## src/shared/mebt_pkg.sv

```systemverilog
// Purpose: Shared constants and types for the external bus cycle controller
// Assumes: One core clock; all cycle counts are in core clock periods
// Notes:   Control register layout and cycle-length bases live here
package mebt_pkg;
    localparam logic [7:0] BUS_CYCLE_CONTROL_ADDR  = 8'h9D;
    localparam logic [7:0] BUS_CYCLE_CONTROL_RESET = 8'hEB;
    localparam int         QUEUE_EN_BIT  = 7;
    localparam int         CACHE_EN_BIT  = 6;
    localparam int         WR_WAIT_LSB   = 4;
    localparam int         RD_WAIT_LSB   = 2;
    localparam int         CODE_WAIT_LSB = 0;
    localparam logic [2:0] CODE_BASE   = 3'h3;
    localparam logic [2:0] DATA_BASE   = 3'h4;
    localparam logic [2:0] CONST_MIN   = 3'h4;

    typedef enum logic [1:0] {
        KIND_FETCH = 2'b00,
        KIND_CONST = 2'b01,
        KIND_READ  = 2'b10,
        KIND_WRITE = 2'b11
    } mebt_kind_t;

    typedef enum logic [1:0] {
        PH_IDLE = 2'b00,
        PH_ADDR = 2'b01,
        PH_XFER = 2'b10
    } mebt_state_t;

    typedef struct packed {
        mebt_kind_t  kind;
        logic [15:0] addr;
        logic [7:0]  wdata;
    } mebt_req_t;
endpackage : mebt_pkg

```

## src/verilog/mebt_bus_ctrl.sv

```systemverilog
// Purpose: External multiplexed address/data bus cycle controller with its control register
// Assumes: Requests and stall/abort come from core logic on i_clk; AD inputs come from pins
// Notes:   All pin outputs are registered; AD output enables are active low
`timescale 1ns/10ps
module mebt_bus_ctrl (
    input  wire logic              i_clk,
    input  wire logic              i_resetn,
    input  wire logic [7:0]        i_sfr_addr,
    input  wire logic [7:0]        i_sfr_wdata,
    input  wire logic              i_sfr_wr,
    input  wire logic              i_sfr_rd,
    output logic [7:0]             o_sfr_rdata,
    input  wire logic              i_req_valid,
    input  wire mebt_pkg::mebt_req_t i_req,
    output logic                   o_req_ready,
    input  wire logic              i_queue_stall,
    input  wire logic              i_fetch_abort,
    output logic                   o_done,
    output logic [15:0]            o_rdata,
    output logic                   o_prefetch_queue_enable,
    output logic                   o_branch_cache_enable,
    input  wire logic [15:0]       i_ad,
    output logic [15:0]            o_ad,
    output logic                   o_ad_lo_oe_n,
    output logic                   o_ad_hi_oe_n,
    output logic                   o_ale,
    output logic                   o_code_fetch_strobe_n,
    output logic                   o_rd_n,
    output logic                   o_wr_n,
    input  wire logic [7:0]        i_portb_addr_sel,
    input  wire logic [7:0]        i_portb_func,
    output logic [7:0]             o_portb
);
    // Cycle length from the control fields; fixed per kind, never per address
    function automatic logic [2:0] cyc_len(input mebt_pkg::mebt_kind_t k, input logic [7:0] c);
        logic [1:0] cwt;
        cwt = c[mebt_pkg::CODE_WAIT_LSB +: 2];
        case (k)
            mebt_pkg::KIND_FETCH: cyc_len = mebt_pkg::CODE_BASE + {1'b0, cwt};
            mebt_pkg::KIND_CONST: cyc_len = (cwt == 2'b00) ? mebt_pkg::CONST_MIN
                                            : mebt_pkg::CODE_BASE + {1'b0, cwt};
            mebt_pkg::KIND_READ:  cyc_len = mebt_pkg::DATA_BASE
                                            + {1'b0, c[mebt_pkg::RD_WAIT_LSB +: 2]};
            default:              cyc_len = mebt_pkg::DATA_BASE
                                            + {1'b0, c[mebt_pkg::WR_WAIT_LSB +: 2]};
        endcase
    endfunction : cyc_len

    logic [15:0] ad_meta_q, ad_sync_q;
    logic [7:0]  ctrl_q, ctrl_d, sfr_rdata_q, sfr_rdata_d, portb_q, portb_d;
    mebt_pkg::mebt_state_t state_q, state_d;
    mebt_pkg::mebt_req_t   req_q, req_d;
    logic [2:0]  cnt_q, cnt_d, len_q, len_d;
    logic [15:0] ad_q, ad_d, rdata_q, rdata_d;
    logic        lo_oe_n_q, lo_oe_n_d, hi_oe_n_q, hi_oe_n_d;
    logic        ale_q, ale_d, fstb_n_q, fstb_n_d, rd_n_q, rd_n_d, wr_n_q, wr_n_d;
    logic        done_q, done_d, ready_q, ready_d;
    logic        is_code, last;

    // Pin inputs pass two flops; only the second is read
    always_ff @(posedge i_clk or negedge i_resetn) begin
        if (!i_resetn) begin
            ad_meta_q <= 16'h0000;
            ad_sync_q <= 16'h0000;
        end else begin
            ad_meta_q <= i_ad;
            ad_sync_q <= ad_meta_q;
        end
    end

    assign is_code = (req_q.kind == mebt_pkg::KIND_FETCH) || (req_q.kind == mebt_pkg::KIND_CONST);
    assign last    = (cnt_q == len_q - 3'h1);

    always_comb begin
        ctrl_d      = ctrl_q;
        sfr_rdata_d = 8'h00;
        if (i_sfr_wr && (i_sfr_addr == mebt_pkg::BUS_CYCLE_CONTROL_ADDR)) begin
            ctrl_d = i_sfr_wdata;
        end
        if (i_sfr_rd && (i_sfr_addr == mebt_pkg::BUS_CYCLE_CONTROL_ADDR)) begin
            sfr_rdata_d = ctrl_q;
        end
        // Address bits are selected per pin; the rest keep their other function
        for (int i = 0; i < 8; i++) begin
            portb_d[i] = i_portb_addr_sel[i] ? req_q.addr[8+i] : i_portb_func[i];
        end
    end

    always_comb begin
        state_d   = state_q;
        req_d     = req_q;
        cnt_d     = cnt_q;
        len_d     = len_q;
        ad_d      = ad_q;
        lo_oe_n_d = lo_oe_n_q;
        hi_oe_n_d = hi_oe_n_q;
        ale_d     = 1'b0;
        fstb_n_d  = fstb_n_q;
        rd_n_d    = rd_n_q;
        wr_n_d    = wr_n_q;
        rdata_d   = rdata_q;
        done_d    = 1'b0;
        ready_d   = ready_q;
        case (state_q)
            mebt_pkg::PH_IDLE: begin
                if (i_req_valid) begin
                    // Length is frozen at start so a register write mid-cycle is harmless
                    req_d     = i_req;
                    len_d     = cyc_len(i_req.kind, ctrl_q);
                    cnt_d     = 3'h0;
                    state_d   = mebt_pkg::PH_ADDR;
                    ale_d     = 1'b1;
                    ad_d      = i_req.addr;
                    lo_oe_n_d = 1'b0;
                    hi_oe_n_d = 1'b0;
                    ready_d   = 1'b0;
                end
            end
            mebt_pkg::PH_ADDR: begin
                state_d = mebt_pkg::PH_XFER;
                cnt_d   = 3'h1;
                if (is_code) begin
                    fstb_n_d  = 1'b0;
                    lo_oe_n_d = 1'b1;
                    hi_oe_n_d = 1'b1;
                end else if (req_q.kind == mebt_pkg::KIND_READ) begin
                    rd_n_d    = 1'b0;
                    lo_oe_n_d = 1'b1;
                end else begin
                    wr_n_d        = 1'b0;
                    ad_d[7:0]     = req_q.wdata;
                end
            end
            default: begin
                if ((req_q.kind == mebt_pkg::KIND_FETCH) && i_fetch_abort) begin
                    state_d = mebt_pkg::PH_IDLE;
                end else if (last && !(req_q.kind == mebt_pkg::KIND_FETCH && i_queue_stall)) begin
                    // Stall only holds fetches; data reads end on count alone
                    state_d = mebt_pkg::PH_IDLE;
                    done_d  = 1'b1;
                    if (is_code) begin
                        rdata_d = ad_sync_q;
                    end else begin
                        rdata_d = {8'h00, ad_sync_q[7:0]};
                    end
                end else if (!last) begin
                    cnt_d = cnt_q + 3'h1;
                end
                if (state_d == mebt_pkg::PH_IDLE) begin
                    fstb_n_d  = 1'b1;
                    rd_n_d    = 1'b1;
                    wr_n_d    = 1'b1;
                    lo_oe_n_d = 1'b1;
                    hi_oe_n_d = 1'b1;
                    ready_d   = 1'b1;
                end
            end
        endcase
    end

    always_ff @(posedge i_clk or negedge i_resetn) begin
        if (!i_resetn) begin
            ctrl_q      <= mebt_pkg::BUS_CYCLE_CONTROL_RESET;
            sfr_rdata_q <= 8'h00;
            portb_q     <= 8'h00;
            state_q     <= mebt_pkg::PH_IDLE;
            req_q       <= '0;
            cnt_q       <= 3'h0;
            len_q       <= 3'h0;
            ad_q        <= 16'h0000;
            lo_oe_n_q   <= 1'b1;
            hi_oe_n_q   <= 1'b1;
            ale_q       <= 1'b0;
            fstb_n_q    <= 1'b1;
            rd_n_q      <= 1'b1;
            wr_n_q      <= 1'b1;
            rdata_q     <= 16'h0000;
            done_q      <= 1'b0;
            ready_q     <= 1'b1;
        end else begin
            ctrl_q      <= ctrl_d;
            sfr_rdata_q <= sfr_rdata_d;
            portb_q     <= portb_d;
            state_q     <= state_d;
            req_q       <= req_d;
            cnt_q       <= cnt_d;
            len_q       <= len_d;
            ad_q        <= ad_d;
            lo_oe_n_q   <= lo_oe_n_d;
            hi_oe_n_q   <= hi_oe_n_d;
            ale_q       <= ale_d;
            fstb_n_q    <= fstb_n_d;
            rd_n_q      <= rd_n_d;
            wr_n_q      <= wr_n_d;
            rdata_q     <= rdata_d;
            done_q      <= done_d;
            ready_q     <= ready_d;
        end
    end

    assign o_sfr_rdata             = sfr_rdata_q;
    assign o_req_ready             = ready_q;
    assign o_done                  = done_q;
    assign o_rdata                 = rdata_q;
    assign o_prefetch_queue_enable = ctrl_q[mebt_pkg::QUEUE_EN_BIT];
    assign o_branch_cache_enable   = ctrl_q[mebt_pkg::CACHE_EN_BIT];
    assign o_ad                    = ad_q;
    assign o_ad_lo_oe_n            = lo_oe_n_q;
    assign o_ad_hi_oe_n            = hi_oe_n_q;
    assign o_ale                   = ale_q;
    assign o_code_fetch_strobe_n   = fstb_n_q;
    assign o_rd_n                  = rd_n_q;
    assign o_wr_n                  = wr_n_q;
    assign o_portb                 = portb_q;

    // Helper: cycles spent in the current bus cycle, for length checks
    logic [3:0] act_q;
    always_ff @(posedge i_clk or negedge i_resetn) begin
        if (!i_resetn) begin
            act_q <= 4'h0;
        end else begin
            act_q <= (state_q == mebt_pkg::PH_IDLE) ? 4'h0 : act_q + 4'h1;
        end
    end

    AST_SFR_WRITE: assert property (@(posedge i_clk) disable iff (!i_resetn)
        i_sfr_wr && i_sfr_addr == mebt_pkg::BUS_CYCLE_CONTROL_ADDR
        |=> o_prefetch_queue_enable == $past(i_sfr_wdata[7]) && ctrl_q == $past(i_sfr_wdata))
        else $error("control register write not taken");
    AST_WRITE_LOW_BYTE: assert property (@(posedge i_clk) disable iff (!i_resetn)
        !o_wr_n |-> !o_ad_lo_oe_n && o_ad[7:0] == req_q.wdata)
        else $error("write data not on low byte");
    AST_READ_LEN: assert property (@(posedge i_clk) disable iff (!i_resetn)
        state_q == mebt_pkg::PH_IDLE && i_req_valid && i_req.kind == mebt_pkg::KIND_READ
        |=> len_q == 3'h4 + {1'b0, $past(ctrl_q[3:2])})
        else $error("read length wrong");
    AST_WRITE_LEN: assert property (@(posedge i_clk) disable iff (!i_resetn)
        state_q == mebt_pkg::PH_IDLE && i_req_valid && i_req.kind == mebt_pkg::KIND_WRITE
        |=> len_q == 3'h4 + {1'b0, $past(ctrl_q[5:4])})
        else $error("write length wrong");
    AST_CONST_MIN: assert property (@(posedge i_clk) disable iff (!i_resetn)
        state_q == mebt_pkg::PH_IDLE && i_req_valid && i_req.kind == mebt_pkg::KIND_CONST
        && ctrl_q[1:0] == 2'b00 |=> len_q == 3'h4)
        else $error("constant read shorter than four");
    AST_READ_EXACT: assert property (@(posedge i_clk) disable iff (!i_resetn)
        $rose(o_rd_n) |-> $past(act_q) + 4'h1 == {1'b0, len_q})
        else $error("data read length not exact");
    AST_STALL_HOLD: assert property (@(posedge i_clk) disable iff (!i_resetn)
        state_q == mebt_pkg::PH_XFER && req_q.kind == mebt_pkg::KIND_FETCH && last
        && i_queue_stall && !i_fetch_abort |=> !o_code_fetch_strobe_n && !o_done)
        else $error("fetch ended during stall");
    AST_ABORT: assert property (@(posedge i_clk) disable iff (!i_resetn)
        state_q == mebt_pkg::PH_XFER && req_q.kind == mebt_pkg::KIND_FETCH && i_fetch_abort
        |=> o_code_fetch_strobe_n && !o_done && o_req_ready)
        else $error("fetch abort ignored");
    AST_PORTB_SEL: assert property (@(posedge i_clk) disable iff (!i_resetn)
        i_portb_addr_sel[0] |=> o_portb[0] == $past(req_q.addr[8]))
        else $error("port B address pin wrong");
    AST_ALE_PULSE: assert property (@(posedge i_clk) disable iff (!i_resetn)
        o_ale |-> o_ad_lo_oe_n == 1'b0 ##1 !o_ale)
        else $error("address strobe not one cycle");

    COV_READ:  cover property (@(posedge i_clk) disable iff (!i_resetn) $rose(o_rd_n));
    COV_WRITE: cover property (@(posedge i_clk) disable iff (!i_resetn) $rose(o_wr_n));
    COV_STALL: cover property (@(posedge i_clk) disable iff (!i_resetn)
        !o_code_fetch_strobe_n && i_queue_stall && last);
    COV_ABORT: cover property (@(posedge i_clk) disable iff (!i_resetn)
        state_q == mebt_pkg::PH_XFER && req_q.kind == mebt_pkg::KIND_FETCH && i_fetch_abort);
endmodule : mebt_bus_ctrl

```

## config.mk

```make
export PLATFORM = sky130hd
export DESIGN_NAME = mebt_bus_ctrl
export DESIGN_NICKNAME = d
export VERILOG_FILES = /design/src/shared/mebt_pkg.sv /design/src/verilog/mebt_bus_ctrl.sv
export SDC_FILE = /design/constraint.sdc
export NUM_CORES = 1
export LEC_CHECK = 0
export BUFFER_PORTS_ARGS = -buffer_cell sky130_fd_sc_hd__buf_4
export CORE_ASPECT_RATIO = 0.5
export CORE_MARGIN = 2
export CORE_UTILIZATION = 35
export CTS_BUF_LIST = sky130_fd_sc_hd__clkbuf_16
export DETAILED_ROUTE_END_ITERATION = 6
export GPL_TIMING_DRIVEN = 0
export SETUP_SLACK_MARGIN = 0.5
export SYNTH_ARGS = -nofsm -noshare
export SYNTH_HDL_FRONTEND = slang
export SYNTH_SLANG_ARGS = --single-unit
```

## constraint.sdc

```tcl
create_clock -name i_clk -period 2.3 [get_ports i_clk]
set_clock_uncertainty 0.15 [all_clocks]
set_input_delay 0.575 -clock i_clk [delete_from_list [all_inputs] [get_ports i_clk]]
set_output_delay 0.575 -clock i_clk [all_outputs]
set_load 0.02 [all_outputs]
```

==> impl_metrics.tcl <==
set metrics [dict create \
    run_status "finished, final reports clean" \
    final_hold_fails 0 \
    number_of_placement_rows 28 \
    clock_pin_slew_reported_for_the_worst_setup_and_hold_paths_after_clock_tree_synthesis_ps 60 \
    final-instance-count-excl-fill 658 \
    hpwlAfterDp_um 6309 \
    design_area_sq_um 6499 \
    crit_type "reg -> reg" \
    dominant_synthesized_flop_cell "sky130_fd_sc_hd__dfrtp_1" \
    cellPowerDensity_nw_per_um2 1320 \
    grt_first_pass_wirelength_um 15480 \
    leakage_nw 3.091 \
    synth-seq-area-share 0.6543 \
    area_growth_syn_to_layout_pct 48.27 \
    cts_buffers 17 \
    via_count_of_the_first_global_routing_pass 2993 \
    placement.setup.worst_slack_ps 131.7 \
    ys_ff_latch 114 \
    worstPathArrival_ps 2060 \
    syn-num-nets 390 \
    drt_first_iter_violations 161 \
    setup_tns_ps 0 \
    area_enclosed_by_the_die_boundary_sq_um 13490 \
    tritoncts "done" \
    report.final.slew_viol_count 0 \
    drt-vias-per-instance 4.454 \
    cts-root-buf "sky130_fd_sc_hd__clkbuf_16" \
    timing.final.crit_period_ps 1937 \
    max_slew.worst_pin.slew_ps 517.0 \
    clock_path_buffers 2 \
    worst_ep_required_time_ps 2420 \
    finalWeightedCongestion 0.7951 \
    ys_warn_count 0 \
    via_count 2931 \
    dr.pass1.iters 4 \
    global_route.overflow_total 0 \
    timing.critical_path.to_type "register" \
    io-pin-count 139 \
    max-vdd-ir-drop_v 0.0005493 \
    synth_top_area_cells "sky130_fd_sc_hd__dfrtp_1, sky130_fd_sc_hd__mux2_2, sky130_fd_sc_hd__dfstp_2" \
    ys_async_sr_fraction 1.000 \
    synthDominantCellAreaShare 0.5824 \
    finalSetupViolCount 0 \
    ant_nets 0 \
    die_h_um 83.13 \
    place.port_buffers 138 \
    grt.total_usage 0.1472 \
    chipWidth_um 162.3 \
    grt_setup_unrepaired "true" \
    syn-cell-area_sq_um 4383 \
    grt_antenna_before_repair 0 \
    cts.htree.levels 4 \
    post_synth_num_cell_types 43 \
    worstSkewPairLatency_ps 390 \
    max_freq_mhz 516.2 \
    routedWlPerCell_um 14.05 \
    highest_count_cells_in_the_layout_ignoring_fill_and_taps "sky130_fd_sc_hd__buf_4, sky130_fd_sc_hd__dfrtp_1, sky130_fd_sc_hd__mux2_2" \
    slew_headroom 0.6553 \
    final_util 0.5408 \
    dp_cells 608 \
    synth_largest_area_cell "sky130_fd_sc_hd__dfrtp_1" \
    placeableCoreArea_sq_um 12020 \
    final.period_utilization 0.8422 \
    timing.max_cap.violations 0 \
    layout_commonest_cell "sky130_fd_sc_hd__buf_4" \
    num_antenna_cells 0 \
    post_route_cells_drive_above_1_share 0.5720 \
    grt_start_max_net_pins 82 \
    cts.sinks 114 \
    initial_utilization 0.3647 \
    hold_class "in -> reg" \
    cp_max_fo 10 \
    wl_um 9248 \
    final_nets 566 \
    start_kind "register" \
    final_critical_path_setup_slack_ps 362.9 \
    dpl_cell_area_sq_um 5688 \
    synthCells 304 \
    drc 0 \
    syn-mean-instance-area_sq_um 14.42 \
    synth_edf_count 0 \
]
[final cells by class]
type / instances / area [sq um]
buffer: 18 / 151.4
clock buffer: 17 / 425.4
clock inverter: 15 / 106.4
fill: 1040 / 5518
inverter: 6 / 22.52
multi-input combinational: 166 / 1450
sequential: 114 / 2868
tap: 165 / 206.4
timing repair buffer: 157 / 1269
[sequential cells by signal, summed over array words and instances, names as in the netlist, 8 cells and up]
signal and cells:
o_ad 8, ad_sync_q 16, o_rdata 16, ad_meta_q 16
o_sfr_rdata 8, o_portb 8, ctrl_q 8, req_q 18
[stage by stage]
step                      hold slack (ps)  total power (W)
final                               134.8         0.008576
after global routing                108.9         0.009112
after CTS                           120.2         0.008513
after detailed placement            184.7         0.005907
after global placement              182.8         0.005853
after floorplan                     129.4         0.004832
[worst max-delay path: stages (launching register included)]
cell and delay, ps:
sky130_fd_sc_hd__dfrtp_1 350, sky130_fd_sc_hd__inv_2 50, sky130_fd_sc_hd__ha_4 280, sky130_fd_sc_hd__xor2_4 180, sky130_fd_sc_hd__nand4_4 140, sky130_fd_sc_hd__nor2_4 180, sky130_fd_sc_hd__buf_12 170, sky130_fd_sc_hd__mux2_4 300
[layer usage]
| metal | up-vias | share of wire | GRT usage |
|---|---|---|---|
| li1 | 1390 | - | - |
| met1 | 1472 | 0.47 | 0.1994 |
| met2 | 63 | 0.49 | 0.2317 |
| met3 | 6 | 0.033 | 0.03996 |
| met4 | 0 | 0.0061 | 0.04586 |
| met5 | - | 0 | 0 |
[final timing paths]
path	endpoint	slack [ps]	startpoint	cells past startpoint
min in group asynchronous	o_sfr_rdata[6]$_DFF_PN0_	500	i_resetn	2
max in group asynchronous	o_rd_n$_DFFE_PN1P_	770	i_resetn	3
max reg2reg	o_rdata[9]$_DFFE_PN0P_	360	len_q[0]$_DFFE_PN0P_	7
min	ad_meta_q[13]$_DFF_PN0_	130	i_ad[13]	1
min reg2reg	ad_sync_q[8]$_DFF_PN0_	190	ad_meta_q[8]$_DFF_PN0_	0
max	o_rdata[9]$_DFFE_PN0P_	360	len_q[0]$_DFFE_PN0P_	7
[cells by family after synthesis]
family,count (synthesis),share of synthesized area
AO/OA/AOI/OAI,29,0.04254
XOR/XNOR,5,0.01684
adder cells (fa/ha/maj),5,0.01427
buffers and inverters,24,0.03226
flip-flops,114,0.6543
multiplexers,52,0.1464
AND/OR/NAND/NOR,75,0.09335
[power by group]
group          internal [W]  switching, W  leakage (nW)  total, W
sequential          0.00260      0.000346          1.36   0.00295
combinational       0.00177       0.00153          1.47   0.00330
clock               0.00145      0.000874         0.261   0.00233
[cell usage after synthesis (2+ instances only)]
master	count
sky130_fd_sc_hd__nand3_1	2
sky130_fd_sc_hd__nor2_1	11
sky130_fd_sc_hd__dfrtp_1	102
sky130_fd_sc_hd__clkbuf_1	4
sky130_fd_sc_hd__a31oi_1	10
sky130_fd_sc_hd__buf_2	4
sky130_fd_sc_hd__and3_1	8
sky130_fd_sc_hd__nand2b_1	3
sky130_fd_sc_hd__inv_1	6
sky130_fd_sc_hd__o21ai_0	9
sky130_fd_sc_hd__mux4_2	2
sky130_fd_sc_hd__buf_4	8
sky130_fd_sc_hd__dfstp_2	12
sky130_fd_sc_hd__xor2_2	2
sky130_fd_sc_hd__nor3_1	2
sky130_fd_sc_hd__mux2_2	41
sky130_fd_sc_hd__nor2b_1	11
sky130_fd_sc_hd__nand2_1	27
sky130_fd_sc_hd__a21oi_1	2
sky130_fd_sc_hd__or3b_2	2
sky130_fd_sc_hd__mux2_4	9
sky130_fd_sc_hd__ha_1	5
sky130_fd_sc_hd__nor2_4	2
[what timing repair did]
item                                    CTS  global route
pin swaps                                 3             3
cloned                                    0             0
endpoints found under the setup margin   46            72
hold buffers                              1             0
resized for setup                        16            25
hold endpoints to repair                 27             0
setup buffers                            12             5
Note: power is estimated with default switching activity, not from simulation.
